### src/common/lsmc_regs.svh
`ifndef LSMC_REGS_SVH
`define LSMC_REGS_SVH
// Register selects on the 3-bit address of the host bus.
`define LSMC_ADDR_RECEIVE_HOLDING  3'h0
`define LSMC_ADDR_TRANSMIT_HOLDING 3'h0
`define LSMC_ADDR_MODEM_CONTROL    3'h4
`define LSMC_ADDR_LINE_STATUS      3'h5
`define LSMC_ADDR_MODEM_STATUS     3'h6
// Line status fields.
`define LSMC_LS_FIFO_ERR   7
`define LSMC_LS_TX_EMPTY   6
`define LSMC_LS_HOLD_EMPTY 5
`define LSMC_LS_BREAK      4
`define LSMC_LS_FRAMING    3
`define LSMC_LS_PARITY     2
`define LSMC_LS_OVERRUN    1
`define LSMC_LS_DATA_READY 0
// Modem control fields.
`define LSMC_MC_CLK_SEL    7
`define LSMC_MC_CTL_TRIG_EN 6
`define LSMC_MC_XON_ANY    5
`define LSMC_MC_LOOPBACK   4
`define LSMC_MC_IRQ_EN     3
`define LSMC_MC_FIFO_RDY   2
`define LSMC_MC_RTS        1
`define LSMC_MC_DTR        0
`define LSMC_MC_PROT_MASK  8'hE0
`define LSMC_MC_RESET      8'h00
// Receive FIFO geometry.
`define LSMC_FIFO_DEPTH    64
`define LSMC_PTR_W         6
`endif

### src/common/lsmc_pkg.sv
`default_nettype none
package lsmc_pkg;
  typedef logic [7:0] lsmc_byte_t;
  typedef logic [2:0] lsmc_err_t;
  typedef enum logic [1:0] {
    LSMC_RX_IDLE = 2'b01,
    LSMC_RX_BUSY = 2'b10
  } lsmc_rx_state_t;
endpackage : lsmc_pkg
`default_nettype wire

### src/hdl/lsmc_rx_fifo.sv
`timescale 1ns/100ps
`default_nettype none
`include "lsmc_regs.svh"
module lsmc_rx_fifo (
  // Clock and reset.
  input  wire logic                 sys_clk,
  input  wire logic                 reset,
  // Write side.
  input  wire logic                 wr_en,
  input  wire lsmc_pkg::lsmc_byte_t wr_data,
  input  wire lsmc_pkg::lsmc_err_t  wr_err,
  // Read side.
  input  wire logic                 rd_en,
  output logic                      not_empty,
  output logic                      full,
  output lsmc_pkg::lsmc_byte_t      head_data,
  output lsmc_pkg::lsmc_err_t       head_err,
  output logic                      any_err
);
  localparam int D = `LSMC_FIFO_DEPTH;
  lsmc_pkg::lsmc_byte_t     mem_q [D];
  lsmc_pkg::lsmc_err_t      err_q [D];
  logic [`LSMC_PTR_W-1:0]   rd_q;
  logic [`LSMC_PTR_W-1:0]   wr_q;
  logic [`LSMC_PTR_W:0]     cnt_q;
  logic [D-1:0]             flag_q;
  logic                     do_wr;
  logic                     do_rd;

  assign full      = (cnt_q == (`LSMC_PTR_W+1)'(D));
  assign not_empty = (cnt_q != '0);
  assign do_rd     = rd_en && not_empty;
  assign do_wr     = wr_en && !full;
  assign head_data = mem_q[rd_q];
  assign head_err  = err_q[rd_q];
  assign any_err   = |flag_q;

  always_ff @(posedge sys_clk) begin
    if (reset) begin
      rd_q  <= '0;
      wr_q  <= '0;
      cnt_q <= '0;
    end else begin
      if (do_wr) wr_q <= wr_q + 1'b1;
      if (do_rd) rd_q <= rd_q + 1'b1;
      cnt_q <= cnt_q + (`LSMC_PTR_W+1)'(do_wr) - (`LSMC_PTR_W+1)'(do_rd);
    end
  end

  // Each entry keeps its error bits; a flag per slot tracks live flagged entries.
  genvar i;
  for (i = 0; i < D; i++) begin : g_slot
    always_ff @(posedge sys_clk) begin
      if (reset) begin
        flag_q[i] <= 1'b0;
      end else if (do_wr && wr_q == `LSMC_PTR_W'(i)) begin
        flag_q[i] <= |wr_err;
      end else if (do_rd && rd_q == `LSMC_PTR_W'(i)) begin
        flag_q[i] <= 1'b0;
      end
    end
    always_ff @(posedge sys_clk) begin
      if (do_wr && wr_q == `LSMC_PTR_W'(i)) begin
        mem_q[i] <= wr_data;
        err_q[i] <= wr_err;
      end
    end
  end
endmodule : lsmc_rx_fifo
`default_nettype wire

### src/hdl/lsmc_top.sv
`timescale 1ns/100ps
`default_nettype none
`include "lsmc_regs.svh"
module lsmc_top (
  // Clock and reset.
  input  wire logic                 sys_clk,
  input  wire logic                 reset,
  // Host bus.
  input  wire logic [2:0]           host_addr,
  input  wire logic                 host_rd,
  input  wire logic                 host_wr,
  input  wire lsmc_pkg::lsmc_byte_t host_wdata,
  output lsmc_pkg::lsmc_byte_t      host_rdata,
  // Enhanced feature and flow-control state from the rest of the channel.
  input  wire logic                 enhanced_write_enable,
  input  wire logic                 auto_rts_en,
  input  wire logic                 auto_rts_level_n,
  // Transmitter state and character timing.
  input  wire logic                 transmit_holding_empty,
  input  wire logic                 transmit_shift_empty,
  input  wire logic                 tx_serial,
  input  wire logic                 parity_en,
  input  wire logic                 parity_odd_sel,
  input  wire logic [1:0]           word_len,
  input  wire logic                 bit_tick,
  // Serial and modem pins.
  input  wire logic                 rx_pin,
  input  wire logic                 cts_n_pin,
  input  wire logic                 dsr_n_pin,
  input  wire logic                 ri_n_pin,
  input  wire logic                 cd_n_pin,
  output logic                      rts_n,
  output logic                      dtr_n,
  output logic                      general_output_pin,
  // Interrupt gating.
  input  wire logic                 irq_request,
  output logic                      irq_out_o,
  output logic                      irq_out_oe,
  // Control outputs to the rest of the channel.
  output logic                      clk_div4_sel,
  output logic                      ctl_trig_access_en,
  output logic                      xon_any_en,
  output logic                      fifo_rdy_en,
  output logic [3:0]                modem_status_lines
);
  lsmc_pkg::lsmc_byte_t     modem_control_q;
  lsmc_pkg::lsmc_byte_t     mc_d;
  lsmc_pkg::lsmc_rx_state_t rx_st_q;
  logic [2:0]               rx_sync_q;
  logic                     rx_level_q;
  logic [3:0]               bit_cnt_q;
  lsmc_pkg::lsmc_byte_t     shift_q;
  logic                     par_q;
  logic                     zeros_q;
  logic                     overrun_q;
  logic [2:0]               cts_s_q;
  logic [2:0]               dsr_s_q;
  logic [2:0]               ri_s_q;
  logic [2:0]               cd_s_q;
  logic [3:0]               pins_q;
  logic                     rx_in;
  logic                     loopback;
  logic                     is_mc_wr;
  logic                     is_ls_rd;
  logic                     is_rh_rd;
  logic                     is_ms_rd;
  logic [3:0]               frame_bits;
  logic                     at_parity;
  logic                     at_stop;
  logic                     push;
  logic                     par_bad;
  logic                     brk;
  lsmc_pkg::lsmc_byte_t     push_data;
  lsmc_pkg::lsmc_err_t      push_err;
  logic                     fifo_ne;
  logic                     fifo_full;
  lsmc_pkg::lsmc_byte_t     head_data;
  lsmc_pkg::lsmc_err_t      head_err;
  logic                     any_err;
  lsmc_pkg::lsmc_byte_t     line_status;
  lsmc_pkg::lsmc_byte_t     modem_status;

  // Bus decode.
  assign is_mc_wr = host_wr && host_addr == `LSMC_ADDR_MODEM_CONTROL;
  assign is_ls_rd = host_rd && host_addr == `LSMC_ADDR_LINE_STATUS;
  assign is_rh_rd = host_rd && host_addr == `LSMC_ADDR_RECEIVE_HOLDING;
  assign is_ms_rd = host_rd && host_addr == `LSMC_ADDR_MODEM_STATUS;

  // Protected upper bits keep their value unless writes are enabled.
  assign mc_d = enhanced_write_enable ? host_wdata
              : ((host_wdata & ~`LSMC_MC_PROT_MASK) | (modem_control_q & `LSMC_MC_PROT_MASK));

  always_ff @(posedge sys_clk) begin
    if (reset) modem_control_q <= `LSMC_MC_RESET;
    else if (is_mc_wr) modem_control_q <= mc_d;
  end

  assign loopback          = modem_control_q[`LSMC_MC_LOOPBACK];
  assign clk_div4_sel      = modem_control_q[`LSMC_MC_CLK_SEL];
  assign ctl_trig_access_en = modem_control_q[`LSMC_MC_CTL_TRIG_EN];
  assign xon_any_en        = modem_control_q[`LSMC_MC_XON_ANY];
  assign fifo_rdy_en       = modem_control_q[`LSMC_MC_FIFO_RDY];

  // Loopback holds rts_n and dtr_n inactive so the line is isolated.
  assign rts_n = loopback ? 1'b1
               : auto_rts_en ? auto_rts_level_n : ~modem_control_q[`LSMC_MC_RTS];
  assign dtr_n = loopback ? 1'b1 : ~modem_control_q[`LSMC_MC_DTR];
  assign general_output_pin = ~modem_control_q[`LSMC_MC_IRQ_EN];
  assign irq_out_oe = modem_control_q[`LSMC_MC_IRQ_EN];
  assign irq_out_o  = irq_request;

  // Pins pass three flops; a change is taken once stages two and three agree.
  always_ff @(posedge sys_clk) begin
    if (reset) begin
      rx_sync_q  <= 3'h7;
      cts_s_q    <= 3'h7;
      dsr_s_q    <= 3'h7;
      ri_s_q     <= 3'h7;
      cd_s_q     <= 3'h7;
      rx_level_q <= 1'b1;
      pins_q     <= 4'h0;
    end else begin
      rx_sync_q <= {rx_sync_q[1:0], rx_pin};
      cts_s_q   <= {cts_s_q[1:0], cts_n_pin};
      dsr_s_q   <= {dsr_s_q[1:0], dsr_n_pin};
      ri_s_q    <= {ri_s_q[1:0], ri_n_pin};
      cd_s_q    <= {cd_s_q[1:0], cd_n_pin};
      if (rx_sync_q[2] == rx_sync_q[1]) rx_level_q <= rx_sync_q[2];
      if (cd_s_q[2] == cd_s_q[1]) pins_q[3] <= ~cd_s_q[2];
      if (ri_s_q[2] == ri_s_q[1]) pins_q[2] <= ~ri_s_q[2];
      if (dsr_s_q[2] == dsr_s_q[1]) pins_q[1] <= ~dsr_s_q[2];
      if (cts_s_q[2] == cts_s_q[1]) pins_q[0] <= ~cts_s_q[2];
    end
  end

  assign rx_in = loopback ? tx_serial : rx_level_q;
  // Order CD, RI, DSR, CTS.
  assign modem_status_lines = loopback ? {modem_control_q[`LSMC_MC_IRQ_EN], modem_control_q[`LSMC_MC_FIFO_RDY],
                                          modem_control_q[`LSMC_MC_DTR], modem_control_q[`LSMC_MC_RTS]}
                                       : pins_q;
  assign modem_status = {modem_status_lines, 4'h0};

  // Character receiver: one step per bit_tick at mid-bit; the start bit is taken in idle and count 1 is the first data bit.
  assign frame_bits = 4'h5 + {2'b00, word_len};
  assign at_parity  = parity_en && bit_cnt_q == frame_bits + 4'h1;
  assign at_stop    = bit_cnt_q == frame_bits + 4'h1 + {3'b000, parity_en};
  assign push       = rx_st_q == lsmc_pkg::LSMC_RX_BUSY && bit_tick && at_stop;
  assign brk        = zeros_q && !rx_in;
  // The parity bit itself is folded into par_q, so a good frame leaves it equal to the odd select.
  assign par_bad    = parity_en && (par_q != parity_odd_sel);
  assign push_data  = brk ? 8'h00 : (shift_q >> (4'h8 - frame_bits));
  assign push_err   = {brk, !rx_in, par_bad && !brk};

  always_ff @(posedge sys_clk) begin
    if (reset) begin
      rx_st_q    <= lsmc_pkg::LSMC_RX_IDLE;
      bit_cnt_q  <= 4'h0;
      shift_q    <= 8'h00;
      par_q      <= 1'b0;
      zeros_q    <= 1'b1;
    end else begin
      case (rx_st_q)
        lsmc_pkg::LSMC_RX_IDLE: begin
          if (bit_tick && !rx_in) begin
            rx_st_q   <= lsmc_pkg::LSMC_RX_BUSY;
            bit_cnt_q <= 4'h1;
            par_q     <= 1'b0;
            zeros_q   <= 1'b1;
          end
        end
        lsmc_pkg::LSMC_RX_BUSY: begin
          if (bit_tick) begin
            bit_cnt_q <= bit_cnt_q + 4'h1;
            par_q     <= par_q ^ rx_in;
            if (rx_in) zeros_q <= 1'b0;
            if (!at_parity && !at_stop) shift_q <= {rx_in, shift_q[7:1]};
            if (at_stop) rx_st_q <= lsmc_pkg::LSMC_RX_IDLE;
          end
        end
        default: rx_st_q <= lsmc_pkg::LSMC_RX_IDLE;
      endcase
    end
  end

  // Overrun: a character finished while the FIFO is full; cleared by a status read.
  always_ff @(posedge sys_clk) begin
    if (reset) overrun_q <= 1'b0;
    else if (push && fifo_full) overrun_q <= 1'b1;
    else if (is_ls_rd) overrun_q <= 1'b0;
  end

  lsmc_rx_fifo u_rx_fifo (
    .sys_clk   (sys_clk),
    .reset     (reset),
    .wr_en     (push),
    .wr_data   (push_data),
    .wr_err    (push_err),
    .rd_en     (is_rh_rd),
    .not_empty (fifo_ne),
    .full      (fifo_full),
    .head_data (head_data),
    .head_err  (head_err),
    .any_err   (any_err)
  );

  // Head error bits go straight to the read data with no holding register.
  assign line_status = {any_err,
                        transmit_holding_empty && transmit_shift_empty,
                        transmit_holding_empty,
                        fifo_ne ? head_err : 3'h0,
                        overrun_q,
                        fifo_ne};

  // Unmapped reads return zero; only a receive holding read pops the FIFO.
  assign host_rdata = is_ls_rd ? line_status
                    : is_ms_rd ? modem_status
                    : is_rh_rd ? head_data
                    : (host_rd && host_addr == `LSMC_ADDR_MODEM_CONTROL) ? modem_control_q
                    : 8'h00;
endmodule : lsmc_top
`default_nettype wire

### config.mk
export PLATFORM = sky130hd
export DESIGN_NAME = lsmc_top
export DESIGN_NICKNAME = d
export VERILOG_FILES = /design/src/common/lsmc_pkg.sv /design/src/hdl/lsmc_rx_fifo.sv /design/src/hdl/lsmc_top.sv
export VERILOG_INCLUDE_DIRS = /design/src /design/src/common
export SDC_FILE = /design/constraint.sdc
export NUM_CORES = 1
export LEC_CHECK = 0
export BUFFER_PORTS_ARGS = -buffer_cell sky130_fd_sc_hd__buf_4
export CAP_MARGIN = 15
export CORE_MARGIN = 1.5
export CORE_UTILIZATION = 45
export CTS_CLUSTER_SIZE = 20
export DETAILED_ROUTE_END_ITERATION = 10
export GPL_ROUTABILITY_DRIVEN = 0
export GPL_TIMING_DRIVEN = 0
export PLACE_DENSITY_LB_ADDON = 0.05
export SETUP_SLACK_MARGIN = 0.02
export SYNTH_ARGS = -nofsm -noshare
export SYNTH_HDL_FRONTEND = slang
export SYNTH_HIERARCHICAL = 1
export SYNTH_SLANG_ARGS = --single-unit
### constraint.sdc
create_clock -name sys_clk -period 17 [get_ports sys_clk]
set_input_delay 0.85 -clock sys_clk [delete_from_list [all_inputs] [get_ports sys_clk]]
set_output_delay 0.85 -clock sys_clk [all_outputs]
set_load 0.01 [all_outputs]
**After elaboration in Yosys (flattened, before gate mapping)**

Memory sizes are Yosys's and may differ from the RTL's. A register that Yosys moved wholly into a read port is not among the register bits.
Cells that the tools add are included.
W data, S select, Z words.

- Bits in registers: 128
- Memory bits (writable): 704
- Logic and storage cells: 1,267
- Memories kept: 2

- Add/sub/neg operators: 9
- Equality and inequality tests: 144
- Shift operators: 1
- Mux-type cells: 666
- Bitwise operators: 9
- Reductions and logical operators: 352

Memory list:

| memory | words | bits a word | rd ports | clocked after Yosys merged registers in | write ports | line | RTL |
|---|---|---|---|---|---|---|---|
| u_rx_fifo.mem_q | 64 | 8 | 1 | 1 | 1 | lsmc_rx_fifo.sv:21 | `lsmc_pkg::lsmc_byte_t mem_q [D];` |
| u_rx_fifo.err_q | 64 | 3 | 1 | 1 | 1 | lsmc_rx_fifo.sv:22 | `lsmc_pkg::lsmc_err_t err_q [D];` |

Operators with widths:

| cell | number |
|---|---|
| $mux W6 | 130 |
| $mux W8 | 69 |
| $reduce_or A8 Y1 | 63 |
| $mux W1 | 393 |
| $eq A6 B6 Y1 const B | 64 |
| $eq A6 B5 Y1 const B | 32 |
| $mux W3 | 64 |
| $reduce_or A3 Y1 | 64 |
| $logic_and A1 B1 Y1 | 145 |
| $reduce_bool A2 Y1 | 66 |
| $eq A6 B4 Y1 const B | 16 |
| $reduce_or A64 Y1 | 1 |
| $eq A6 B3 Y1 const B | 8 |
| $eq A6 B2 Y1 const B | 4 |
| $add A6 B1 Y6 const B | 2 |
| $eq A6 B1 Y1 const B | 2 |
| $logic_not A6 Y1 | 2 |
| $mux W4 | 3 |
| $eq A3 B3 Y1 const B | 3 |
| $reduce_and A3 Y1 | 3 |
| $add A4 B1 Y4 const B | 2 |
| $eq A4 B4 Y1 | 2 |
| $ne A2 B2 Y1 const B | 4 |
| $or A5 B8 Y8 | 1 |
| 21 further kinds | 38 |

**Logic depth before layout (Yosys ltp)**

Gate-level depths: netlist (run 1).

- Word-level depth: 73
- Gate-level depth with buffers: 23

**Hierarchy**

Netlist (run 1), hierarchy kept.

Modules (own cells, without submodules):

| module | times used | cells an instance | area an instance (um2) | seq. area each (um2) |
|---|---|---|---|---|
| lsmc_rx_fifo | 1 | 1,726 | 31,307.5 | 22,922.0 |
| lsmc_top | 1 | 252 | 2,346.0 | 900.9 |

**Least setup slack after synthesis (run 1)**

Ideal clock, no wire load.

- Kind: input to register
- From: in tx_serial
- To: mem u_rx_fifo/mem_q[0][6] in the netlist's numbering (data pin)
- Library setup time: 0.681 ns
- Arrival: 5.174 ns
- Required time: 16.319 ns
- Setup slack: 11.145 ns
- Cell stages on the path: 4
- Buffers on the path: 0
- Cell sequence: mux2i_1 -> nand2_1 -> inv_1 -> nor3_1

- Word-level cells in the longest chain between the ends: 67

RTL lines:

| item | line | RTL |
|---|---|---|
| start, declared | lsmc_top.sv:21 | `input wire logic tx_serial,` |
| $mux W1 * | lsmc_top.sv:136 | `assign rx_in = loopback ? tx_serial : rx_level_q;` |
| $logic_not A1 Y1 * | lsmc_top.sv:148 | `assign brk = zeros_q && !rx_in;` |
| $logic_and A1 B1 Y1 * | lsmc_top.sv:148 |  |
| via brk | lsmc_top.sv:72 | `logic brk;` |
| $mux W8 * | lsmc_top.sv:151 | `assign push_data = brk ? 8'h00 : (shift_q >> (4'h8 - frame_bits));` |
| via push_data[6] | lsmc_top.sv:73 | `lsmc_pkg::lsmc_byte_t push_data;` |
| $mux W8 (no source line) (62 in a row) | - |  |
| $mux W8 (no source line) * | - |  |
| end, declared | lsmc_rx_fifo.sv:21 |  |

Mark *: on every way through the listed nets, which the timed path passes. The rest lies on a longest branch.

==> run summary, run 1 <==
status: completed
power per cell area: 108 mW/mm²
post-route setup slack: 11.63 ns
max-cap violation count: 0
CP required: 16.15 ns
CTS H-tree depth: 3
# DRC: 0
Pins Over Slew Limit: 0
clock sinks: 838
post-detail-place hpwl: 66.5 mm
core area: 0.0742 mm²
min Tclk post-route: 5.37 ns
Die Y: 276 µm
Skew-Pair Late Insertion Delay: 0.66 ns
Reg2Reg Launch Point: modem_control_q[4]
slack of the worst reg-to-reg path: 12.44 ns
Mapped Cells: 1,978
Clk pwr share: 44.1%
Layout area overhead: 16.0%
TNS Setup: 0 ns
# fillers: 5,990
CP endpoint kind: output port
Multi-input gate area: 0.00930 mm²
Reg clk slew, reported paths: 0.06 ns
endpoints failing hold: 0
P_int: 3340 µW
worst reg2reg path depth: 7
DIE WIDTH: 276 µm
post-synthesis sequential area ratio: 70.8%
register area: 0.0238 mm²
FFs w/ async S/R, synth: 0%
crit path kind: reg -> out
Synth top cells by count: 704 x edfxtp_1, 196 x mux2i_1, 134 x dfxtp_1
post-synthesis average cell area: 17.0 µm²
global-route wire length before repair: 138 mm
number of synthesized flops with an enable pin: 704
most common cell in the netlist: edfxtp_1
via count: 19,258
Yosys cell types: 69
io pins: 53
CP Launch Type: register
Syn. warnings: 6
LEAKAGE: 0.0121 µW
Worst VDD drop: 0.0770 mV
slew margin rel.: 22.6%
NetSw: 896 µW
WL/cell: 29.6 µm
final core utilization: 52.6%
synth top area cells: edfxtp_1 63%, mux4_2 8.2%, dfxtp_1 8.0%
total wire length: 95.5 mm
Least-Margin Pin Slew: 1.15 ns
Comb power frac: 3.6%
Period Utilization, post-route: 31.6%
Worst setup endpoint: host_rdata[3]
fin cells: 3,228
Mapped Area: 0.0337 mm²
Final Hold Slack: 0.400 ns
Worst Skew: 0.0343 ns
Vias/cell: 5.97
die area: 0.0764 mm²
RSZ-0062 raised after global routing: false
Synth top area share: 62.8%
Worst Hold Class: in -> reg
cts repair resizes: 0
largest net degree at the start of global routing: 49
# rows: 100
1st-pass router iterations: 7
pre-CTS worst setup slack: 11.21 ns
Initial Utilization: 45.4%
GRT Total Usage: 25.1%
port bufs: 51
CP max FO: 10
Seq pwr share: 52.3%
syn nets: 2,034
gr ovfl total: 0
Placed Cells: 3,061
largest area contributor in the netlist: edfxtp_1
Hold Buf Count CTS: 0
share of cells above drive strength 1: 22.9%
CTS tree: done
number of synthesized register bits: 838
Switching Fraction: 21.2%
Final #Nets: 2,240
initial antenna violation count: 3
number of global-route vias before repair: 19,298
Starting DRT DRC Count: 1,761
Worst R2R End: u_rx_fifo/flag_q[35]
Setup Fix Bufs, Post-CTS: 0
max frequency: 186 MHz
final setup fails: 0
arrival time at the worst endpoint: 4.52 ns
cts bufs inserted: 90
Post-synth top flop: edfxtp_1
Clock Path Buffers: 3
Post-DRT Antenna Nets: 0
clk root buf: clkbuf_16
routing by layer:
metal  track usage [%]  up-vias  wire length, µm  share of wire [%]
li1                  -     8320                -                  -
met5                 0        -               14              0.015
met4              8.46        2             2960                3.1
met1              35.7    10150            41700                 44
met3              3.36      154             5830                6.1
met2              40.2      632            45100                 47
flip-flops by register name, summed over array words and instances (netlist names), 4 cells and up, named ones only:
| name | flops |
|---|---|
| u_rx_fifo/flag_q | 64 |
| pins_q | 4 |
| u_rx_fifo/mem_q | 512 |
| u_rx_fifo/err_q | 192 |
| shift_q | 8 |
| u_rx_fifo/wr_q | 6 |
| u_rx_fifo/cnt_q | 7 |
| u_rx_fifo/rd_q | 6 |
| bit_cnt_q | 4 |
| modem_control_q | 8 |
final cells by class:
| class | count | share of cell area, % |
|---|---|---|
| clock buffer | 113 | 6.23 |
| multi-input combinational | 1004 | 23.8 |
| sequential | 838 | 61.0 |
| buffer | 112 | 1.51 |
| antenna | 1 | 0.00641 |
| timing repair buffer | 114 | 3.13 |
| tap | 969 | 3.11 |
| clock inverter | 53 | 0.926 |
| inverter | 24 | 0.231 |
critical path, stage by stage (launching register included):
cell,delay [ns]
dfxtp_1,0.30
clkbuf_1,0.83
nor2b_1,0.15
clkbuf_1,0.33
buf_1,0.36
a22o_1,0.38
o31ai_1,0.76
nor3_1,0.17
a222oi_1,0.34
inv_1,0.08
buf_4,0.15
power by group through the flow:
stage | Clock [µW] | Combinational [µW] | Sequential, µW
global placement | 0 | 149 | 2260
detailed placement | 0 | 152 | 2260
finish | 1870 | 153 | 2210
global route | 1980 | 168 | 2210
floorplan | 0 | 101 | 2250
CTS | 1910 | 154 | 2210
stage by stage:
| step | total power, µW | cell area (µm²) |
|---|---|---|
| after detailed placement | 2410 | 36200 |
| final | 4230 | 39000 |
| after global placement | 2400 | 35200 |
| after global routing | 4360 | 39000 |
| after CTS | 4270 | 39000 |
| after floorplan | 2360 | 33700 |
worst min path at each step:
stage                    start      endpoint  slack (ns)  depth (start not counted)
global route            rx_pin  rx_sync_q[0]        0.39                          2
finish                  rx_pin  rx_sync_q[0]        0.40                          2
global placement    dsr_s_q[0]    dsr_s_q[1]        0.39                          1
detailed placement  cts_s_q[0]    cts_s_q[1]        0.40                          1
floorplan            cd_s_q[0]     cd_s_q[1]        0.39                          1
CTS                     rx_pin  rx_sync_q[0]        0.38                          2
cell families after synthesis:
group	share of synthesized area, %
compound gates	5.52
xor+xnor	0.744
fa+ha+maj	0.915
buf+inv	2.02
flops	70.8
mux	14.4
simple gates	5.61
cell usage in the layout, fill, tap and decap left out, types with 21 or more instances in the layout:
| cell type | netlist | layout |
|---|---|---|
| mux2i_1 | 196 | 195 |
| edfxtp_1 | 704 | 704 |
| buf_2 | 31 | 31 |
| nand2_1 | 60 | 60 |
| nand3_1 | 36 | 36 |
| a22oi_1 | 23 | 23 |
| nor2_2 | 2 | 38 |
| buf_6 | 7 | 26 |
| clkbuf_16 | 0 | 92 |
| clkinv_2 | 0 | 25 |
| clkbuf_1 | 43 | 58 |
| dfxtp_1 | 134 | 134 |
| inv_1 | 23 | 22 |
| mux4_2 | 123 | 123 |
| ha_1 | 23 | 23 |
| o211ai_1 | 64 | 64 |
| clkinv_1 | 1 | 21 |
| nand2b_1 | 23 | 23 |
| buf_4 | 21 | 85 |
| a221oi_1 | 26 | 26 |
| a21oi_1 | 35 | 35 |
| nor2_1 | 120 | 82 |
(Power assumes the default switching activity.)
==> inputs of run 2 (changes only) <==
==> constraint.sdc (replaced) <==
create_clock -name sys_clk -period 4.75 [get_ports sys_clk]
set_input_delay 0.2375 -clock sys_clk [delete_from_list [all_inputs] [get_ports sys_clk]]
set_output_delay 0.2375 -clock sys_clk [all_outputs]
set_load 0.01 [all_outputs]
==> run summary, run 2 (same netlist as run 1, synthesis figures left out) <==
final setup fails: 0 (unchanged)
clk root buf: clkbuf_16 (unchanged)
RSZ-0062 raised after global routing: false (unchanged)
Worst VDD drop: 0.285 mV (was 0.0770 mV)
CTS tree: done (unchanged)
max frequency: 220 MHz
power per cell area: 397 mW/mm² (was 108 mW/mm²)
slew margin rel.: 18.0% (was 22.6%)
clock sinks: 838 (unchanged)
1st-pass router iterations: 6 (was 7)
share of cells above drive strength 1: 22.6% (was 22.9%)
final core utilization: 53.3% (was 52.6%)
Period Utilization, post-route: 95.8%
Multi-input gate area: 0.00929 mm² (was 0.00930 mm²)
min Tclk post-route: 4.55 ns
# DRC: 0 (unchanged)
CP endpoint kind: output port (unchanged)
hold_sp: parity_en (was rx_pin)
Worst R2R End: u_rx_fifo/flag_q[24] (was u_rx_fifo/flag_q[35])
WL/cell: 28.9 µm (was 29.6 µm)
Die Y: 276 µm (unchanged)
GRT Total Usage: 24.8% (was 25.1%)
Comb power frac: 3.6% (about the same)
Skew-Pair Late Insertion Delay: 0.64 ns (was 0.66 ns)
io pins: 53 (unchanged)
Clk pwr share: 46.0% (was 44.1%)
core area: 0.0742 mm² (unchanged)
LEAKAGE: 0.0123 µW (was 0.0121 µW)
commonest non-fill, non-tap cell in the layout: edfxtp_1 (unchanged)
cts bufs inserted: 89 (was 90)
post-detail-place hpwl: 66.7 mm (was 66.5 mm)
hold endpoint: shift_q[3] (was rx_sync_q[0])
Initial Utilization: 45.4% (unchanged)
max reg flops: 512 (unchanged)
most frequent cells in the layout: 704 x edfxtp_1, 195 x mux2i_1, 134 x dfxtp_1, 123 x mux4_2, 101 x buf_4 (was 704 x edfxtp_1, 195 x mux2i_1, 134 x dfxtp_1, 123 x mux4_2, 92 x clkbuf_16)
Biggest register: u_rx_fifo/mem_q (unchanged)
register area: 0.0238 mm² (unchanged)
DIE WIDTH: 276 µm (unchanged)
Seq pwr share: 50.4% (was 52.3%)
Final Cell Area: 0.0395 mm² (was 0.0390 mm²)
# rows: 100 (unchanged)
crit path kind: reg -> out (unchanged)
Starting DRT DRC Count: 1,887 (was 1,761)
Worst Skew: 0.0223 ns (was 0.0343 ns)
total wire length: 94.3 mm (was 95.5 mm)
largest net degree at the start of global routing: 49 (unchanged)
Least-Margin Pin Slew: 1.23 ns (was 1.15 ns)
via count: 19,321 (was 19,258)
global-route wire length before repair: 135 mm (was 138 mm)
Reg clk slew, reported paths: 0.06 ns (about the same)
status: completed (unchanged)
Worst Hold Class: in -> reg (unchanged)
initial antenna violation count: 1 (was 3)
endpoints failing hold: 0 (unchanged)
slack of the worst reg-to-reg path: 0.48 ns (was 12.44 ns)
NetSw: 3230 µW (was 896 µW)
# fillers: 5,996 (was 5,990)
Largest regs: u_rx_fifo/mem_q x512, u_rx_fifo/err_q x192, u_rx_fifo/flag_q x64 (unchanged)
Post-DRT Antenna Nets: 0 (unchanged)
number of global-route vias before repair: 19,089 (was 19,298)
Switching Fraction: 20.6% (was 21.2%)
Final #Nets: 2,270 (was 2,240)
Layout area overhead: 17.5% (was 16.0%)
P_int: 12,500 µW (was 3340 µW)
Vias/cell: 5.93 (was 5.97)
Hold Path Depth: 3 (was 2)
gr ovfl total: 0 (unchanged)
Reg2Reg Launch Point: modem_control_q[4] (unchanged)
arrival time at the worst endpoint: 4.31 ns (was 4.52 ns)
Clock Path Buffers: 3 (unchanged)
CTS H-tree depth: 3 (unchanged)
port bufs: 51 (unchanged)
max-cap violation count: 0 (unchanged)
CP Launch Type: register (unchanged)
placed cell area: 0.0362 mm² (about the same)
die area: 0.0764 mm² (unchanged)
worst reg2reg path depth: 8 (was 7)
CP max FO: 10 (unchanged)
CP required: 4.51 ns (was 16.15 ns)
Pins Over Slew Limit: 0 (unchanged)
-- run 2: cell types whose count changed in the layout (fill, tap and decap cells not counted), sizes merged --
cell / change
clkbuf: -5
bufinv: +11
dlygate4sd3: +21
clkinvlp: +3
buf: +11
inv: +4
clkinv: -13
-- run 2: worst max path at each step --
| stage | slack, ns | cells past startpoint | endpoint |
|---|---|---|---|
| floorplan | 0.30 | 5 | u_rx_fifo/mem_q[0][5] |
| CTS | 0.13 | 7 | u_rx_fifo/flag_q[24] |
| finish | 0.20 | 9 | host_rdata[4] |
| global placement | -5.88 | 5 | u_rx_fifo/mem_q[53][7] |
| global route | 0.03 | 24 | u_rx_fifo/cnt_q[6] |
| detailed placement | -0.47 | 24 | u_rx_fifo/cnt_q[6] |
-- run 2: repair_timing --
item,CTS,global route
hold endpoints to repair,16,0
gates resized for setup,1,3
setup endpoints to repair,4,44
pin swaps,0,1
setup buffers,0,2
hold buffers,21,0
-- run 2: area by class of cell --
type	instances	share of cell area, %
diodes	1	0.00633
plain buffers	111	1.48
clock buffers	109	5.93
clock inverters	58	1.78
inverters	24	0.228
multi-input cells	1004	23.5
flip-flops and latches	838	60.3
well taps	969	3.07
repair buffers	146	3.75
-- run 2: routing by layer --
metal	vias to the layer above	routed length (µm)	global-route usage, %
li1	8392	-	-
met1	10159	42400	35.6
met2	610	44000	39.2
met3	160	5010	3.45
met4	0	2900	7.98
met5	-	0	0
-- run 2: power by group through the flow --
stage / Combinational (µW) / Sequential (µW) / Clock [µW]
final: 566 / 7920 / 7210
after global routing: 612 / 7920 / 7620
after CTS: 559 / 7920 / 7350
after detailed placement: 544 / 8070 / 0
after global placement: 529 / 8070 / 0
after floorplan: 360 / 8070 / 0
-- run 2: critical path, cell delays in order, from the launching register on --
cell	delay (ns)
dfxtp_1	0.88
nor2b_1	0.10
clkbuf_1	0.33
buf_1	0.39
a22o_1	0.36
o31ai_1	0.69
nor3_1	0.27
a222oi_1	0.37
nand2_1	0.11
buf_4	0.16
-- run 2: stage by stage --
step / power (µW) / setup WS [ns] / cells / hold slack, ns / setup TNS, ns
detailed placement: 8620 / -0.470 / 3068 / 0.392 / -45.34
finish: 15700 / 0.199 / 3260 / 0.0568 / 0
floorplan: 8430 / 0.300 / 1978 / 0.341 / 0
CTS: 15800 / 0.132 / 3255 / 0.0202 / 0
global route: 16200 / 0.0339 / 3259 / 0.0513 / 0
global placement: 8600 / -5.88 / 2998 / 0.395 / -2472.13
==> inputs of run 3 (changes only) <==
--- a/config.mk
+++ b/config.mk
@@ -14,7 +14,9 @@
 export DETAILED_ROUTE_END_ITERATION = 10
 export GPL_ROUTABILITY_DRIVEN = 0
 export GPL_TIMING_DRIVEN = 0
+export MAX_ROUTING_LAYER = met4
 export PLACE_DENSITY_LB_ADDON = 0.05
+export RECOVER_POWER = 25
 export SETUP_SLACK_MARGIN = 0.02
 export SYNTH_ARGS = -nofsm -noshare
 export SYNTH_HDL_FRONTEND = slang
==> constraint.sdc (replaced) <==
create_clock -name sys_clk -period 5.7 [get_ports sys_clk]
set_input_delay 0.285 -clock sys_clk [delete_from_list [all_inputs] [get_ports sys_clk]]
set_output_delay 0.285 -clock sys_clk [all_outputs]
set_load 0.01 [all_outputs]
==> run summary, run 3 (same netlist as run 1, synthesis figures left out) <==
pre-CTS worst setup slack: 0.478 ns (was -0.470 ns)
M1 wire length: 42.1 mm (was 42.4 mm)
post-detail-place hpwl: 66.5 mm (was 66.7 mm)
Met2 Wirelength: 45.5 mm (was 44.0 mm)
Layout area overhead: 16.1% (was 17.5%)
final setup fails: 0 (unchanged)
Period Utilization, post-route: 87.0%
max frequency: 202 MHz
CTS H-tree depth: 3 (unchanged)
status: complete, but fails checks (was completed)
clk root buf: clkbuf_16 (unchanged)
Skew-Pair Late Insertion Delay: 0.65 ns (was 0.64 ns)
RSZ-0062 raised after global routing: false (unchanged)
Clk pwr share: 44.1% (was 46.0%)
gr ovfl total: 0 (unchanged)
max incr delay on CP: 1.74 ns (was 0.88 ns)
Crit-path slowest cell: clkbuf_1 (was dfxtp_1)
Pins Over Slew Limit: 261 (was 0)
cts bufs inserted: 90 (was 89)
# rows: 100 (unchanged)
Vias/cell: 5.96 (was 5.93)
endpoints failing hold: 0 (unchanged)
GRT Total Usage: 26.0% (was 24.8%)
DR top layer: met4 (unchanged)
post-route setup slack: 0.741 ns (was 0.199 ns)
Starting DRT DRC Count: 1,939 (was 1,887)
slack of the worst reg-to-reg path: 0.74 ns (was 0.48 ns)
1st-pass router iterations: 6 (unchanged)
Power, Total: 12,600 µW (was 15,700 µW)
crit path kind: reg -> reg (was reg -> out)
max-cap violation count: 7 (was 0)
DR WL met3: 5.55 mm (was 5.01 mm)
WL/cell: 29.5 µm (was 28.9 µm)
Clock Path Buffers: 3 (unchanged)
largest net degree at the start of global routing: 49 (unchanged)
CP required: 5.78 ns (was 4.51 ns)
NetSw: 2670 µW (was 3230 µW)
Worst VDD drop: 0.229 mV (was 0.285 mV)
initial antenna violation count: 4 (was 1)
Final #Nets: 2,261 (was 2,270)
max reg flops: 512 (unchanged)
global-route wire length before repair: 138 mm (was 135 mm)
# DRC: 0 (unchanged)
commonest non-fill, non-tap cell in the layout: edfxtp_1 (unchanged)
Hold Path Depth: 4 (was 3)
share of cells above drive strength 1: 21.4% (was 22.6%)
CP Launch Type: register (unchanged)
CTS tree: done (unchanged)
CP endpoint kind: register (was output port)
most frequent cells in the layout: 704 x edfxtp_1, 195 x mux2i_1, 134 x dfxtp_1, 123 x mux4_2, 92 x clkbuf_16 (was 704 x edfxtp_1, 195 x mux2i_1, 134 x dfxtp_1, 123 x mux4_2, 101 x buf_4)
Die Y: 276 µm (unchanged)
via count: 19,370 (was 19,321)
Worst R2R End: u_rx_fifo/mem_q[32][2] (was u_rx_fifo/flag_q[24])
io pins: 53 (unchanged)
Top cell by count, worst path: clkbuf_1
P_int: 9960 µW (was 12,500 µW)
Reg2Reg Launch Point: modem_control_q[4] (unchanged)
Worst Skew: 0.0373 ns (was 0.0223 ns)
hold_sp: host_addr[1] (was parity_en)
number of global-route vias before repair: 19,413 (was 19,089)
Switching Fraction: 21.1% (was 20.6%)
total wire length: 95.8 mm (was 94.3 mm)
Biggest register: u_rx_fifo/mem_q (unchanged)
die area: 0.0764 mm² (unchanged)
Reg clk slew, reported paths: 0.06 ns (about the same)
Initial Utilization: 45.4% (unchanged)
CP Cell Sequence: clkbuf_1 -> mux2i_4 -> nand2_1 -> and2_0 -> clkbuf_1 (was nor2b_1 -> clkbuf_1 -> buf_1 -> a22o_1 -> o31ai_1 -> nor3_1 -> a222oi_1 -> nand2_1 -> buf_4)
Least-Margin Pin Slew: 2.52 ns (was 1.23 ns)
slew margin rel.: -68.1% (was 18.0%)
Largest regs: u_rx_fifo/mem_q x512, u_rx_fifo/err_q x192, u_rx_fifo/flag_q x64 (unchanged)
arrival time at the worst endpoint: 5.04 ns (was 4.31 ns)
Final Hold Slack: 0.130 ns (was 0.0568 ns)
hold endpoint: modem_control_q[1] (was shift_q[3])
clock sinks: 838 (unchanged)
CP max FO: 43 (was 10)
Comb power frac: 3.7% (was 3.6%)
port bufs: 51 (unchanged)
power per cell area: 323 mW/mm² (was 397 mW/mm²)
Seq pwr share: 52.2% (was 50.4%)
failing checks: capacitance limit, slew limit
min Tclk post-route: 4.96 ns
worst reg2reg path depth: 5 (was 8)
TNS Setup: 0 ns (unchanged)
Worst Hold Class: in -> reg (unchanged)
core area: 0.0742 mm² (unchanged)
LEAKAGE: 0.0120 µW (was 0.0123 µW)
Setup Fix Bufs, Post-CTS: 0 (unchanged)
Post-DRT Antenna Nets: 0 (unchanged)
DIE WIDTH: 276 µm (unchanged)
==> run 3: area by class of cell <==
| cell class | instances | area [µm²] |
|---|---|---|
| Fill cell | 6005 | 35100 |
| Sequential cell | 838 | 23800 |
| Multi-Input combinational cell | 1004 | 9290 |
| Clock buffer | 113 | 2430 |
| Timing Repair Buffer | 135 | 1290 |
| Tap cell | 969 | 1210 |
| Buffer | 112 | 581 |
| Clock inverter | 53 | 362 |
| Inverter | 24 | 90.1 |
| Antenna cell | 2 | 5.00 |
==> run 3: how the worst max path moves through the flow <==
stage                       start                endpoint  slack (ns)  depth (start not counted)
2_1_floorplan  modem_control_q[4]   u_rx_fifo/mem_q[0][6]        0.04                          5
5_1_grt        modem_control_q[4]  u_rx_fifo/mem_q[37][2]        0.39                          5
3_3_place_gp   modem_control_q[4]  u_rx_fifo/mem_q[33][6]       -7.69                          5
3_5_place_dp          word_len[0]      u_rx_fifo/cnt_q[6]        0.48                         24
4_1_cts                  register           host_rdata[3]        0.80                         10
6_report       modem_control_q[4]  u_rx_fifo/mem_q[32][2]        0.74                          5
==> run 3: critical path, delay by kind of cell (launching register included) <==
family,cells,cell delay [ns]
mux,1,0.34
flops,1,0.30
buf+inv,2,2.21
simple gates,2,1.50
==> run 3: metrics by stage <==
step | util, % | area, µm² | std cells
2_1_floorplan | - | 33700 | 1978
3_3_place_gp | 47.5 | 35200 | 2998
3_5_place_dp | 48.8 | 36200 | 3061
4_1_cts | 52.9 | 39200 | 3248
5_1_grt | 52.7 | 39100 | 3250
6_report | 52.7 | 39100 | 3250
==> run 3: timing repair <==
action                                  CTS  global route
resized for setup                         0             0
hold endpoints to repair                 16             0
endpoints found under the setup margin    0             0
hold buffers                             21             0
==> run 3: per-layer routing <==
metal | vias to the layer above | GRT usage (%)
met5 | - | -
met4 | 0 | 7.89
met3 | 138 | 3.24
met2 | 623 | 40.7
met1 | 10242 | 35.8
li1 | 8367 | -
==> run 3: power groups by stage <==
stage                     logic, µW  clock network, µW  registers, µW
final                           462               5570           6600
after global routing            508               5900           6600
after CTS                       467               5680           6600
after detailed placement        455                  0           6730
after global placement          443                  0           6730
after floorplan                 300                  0           6720
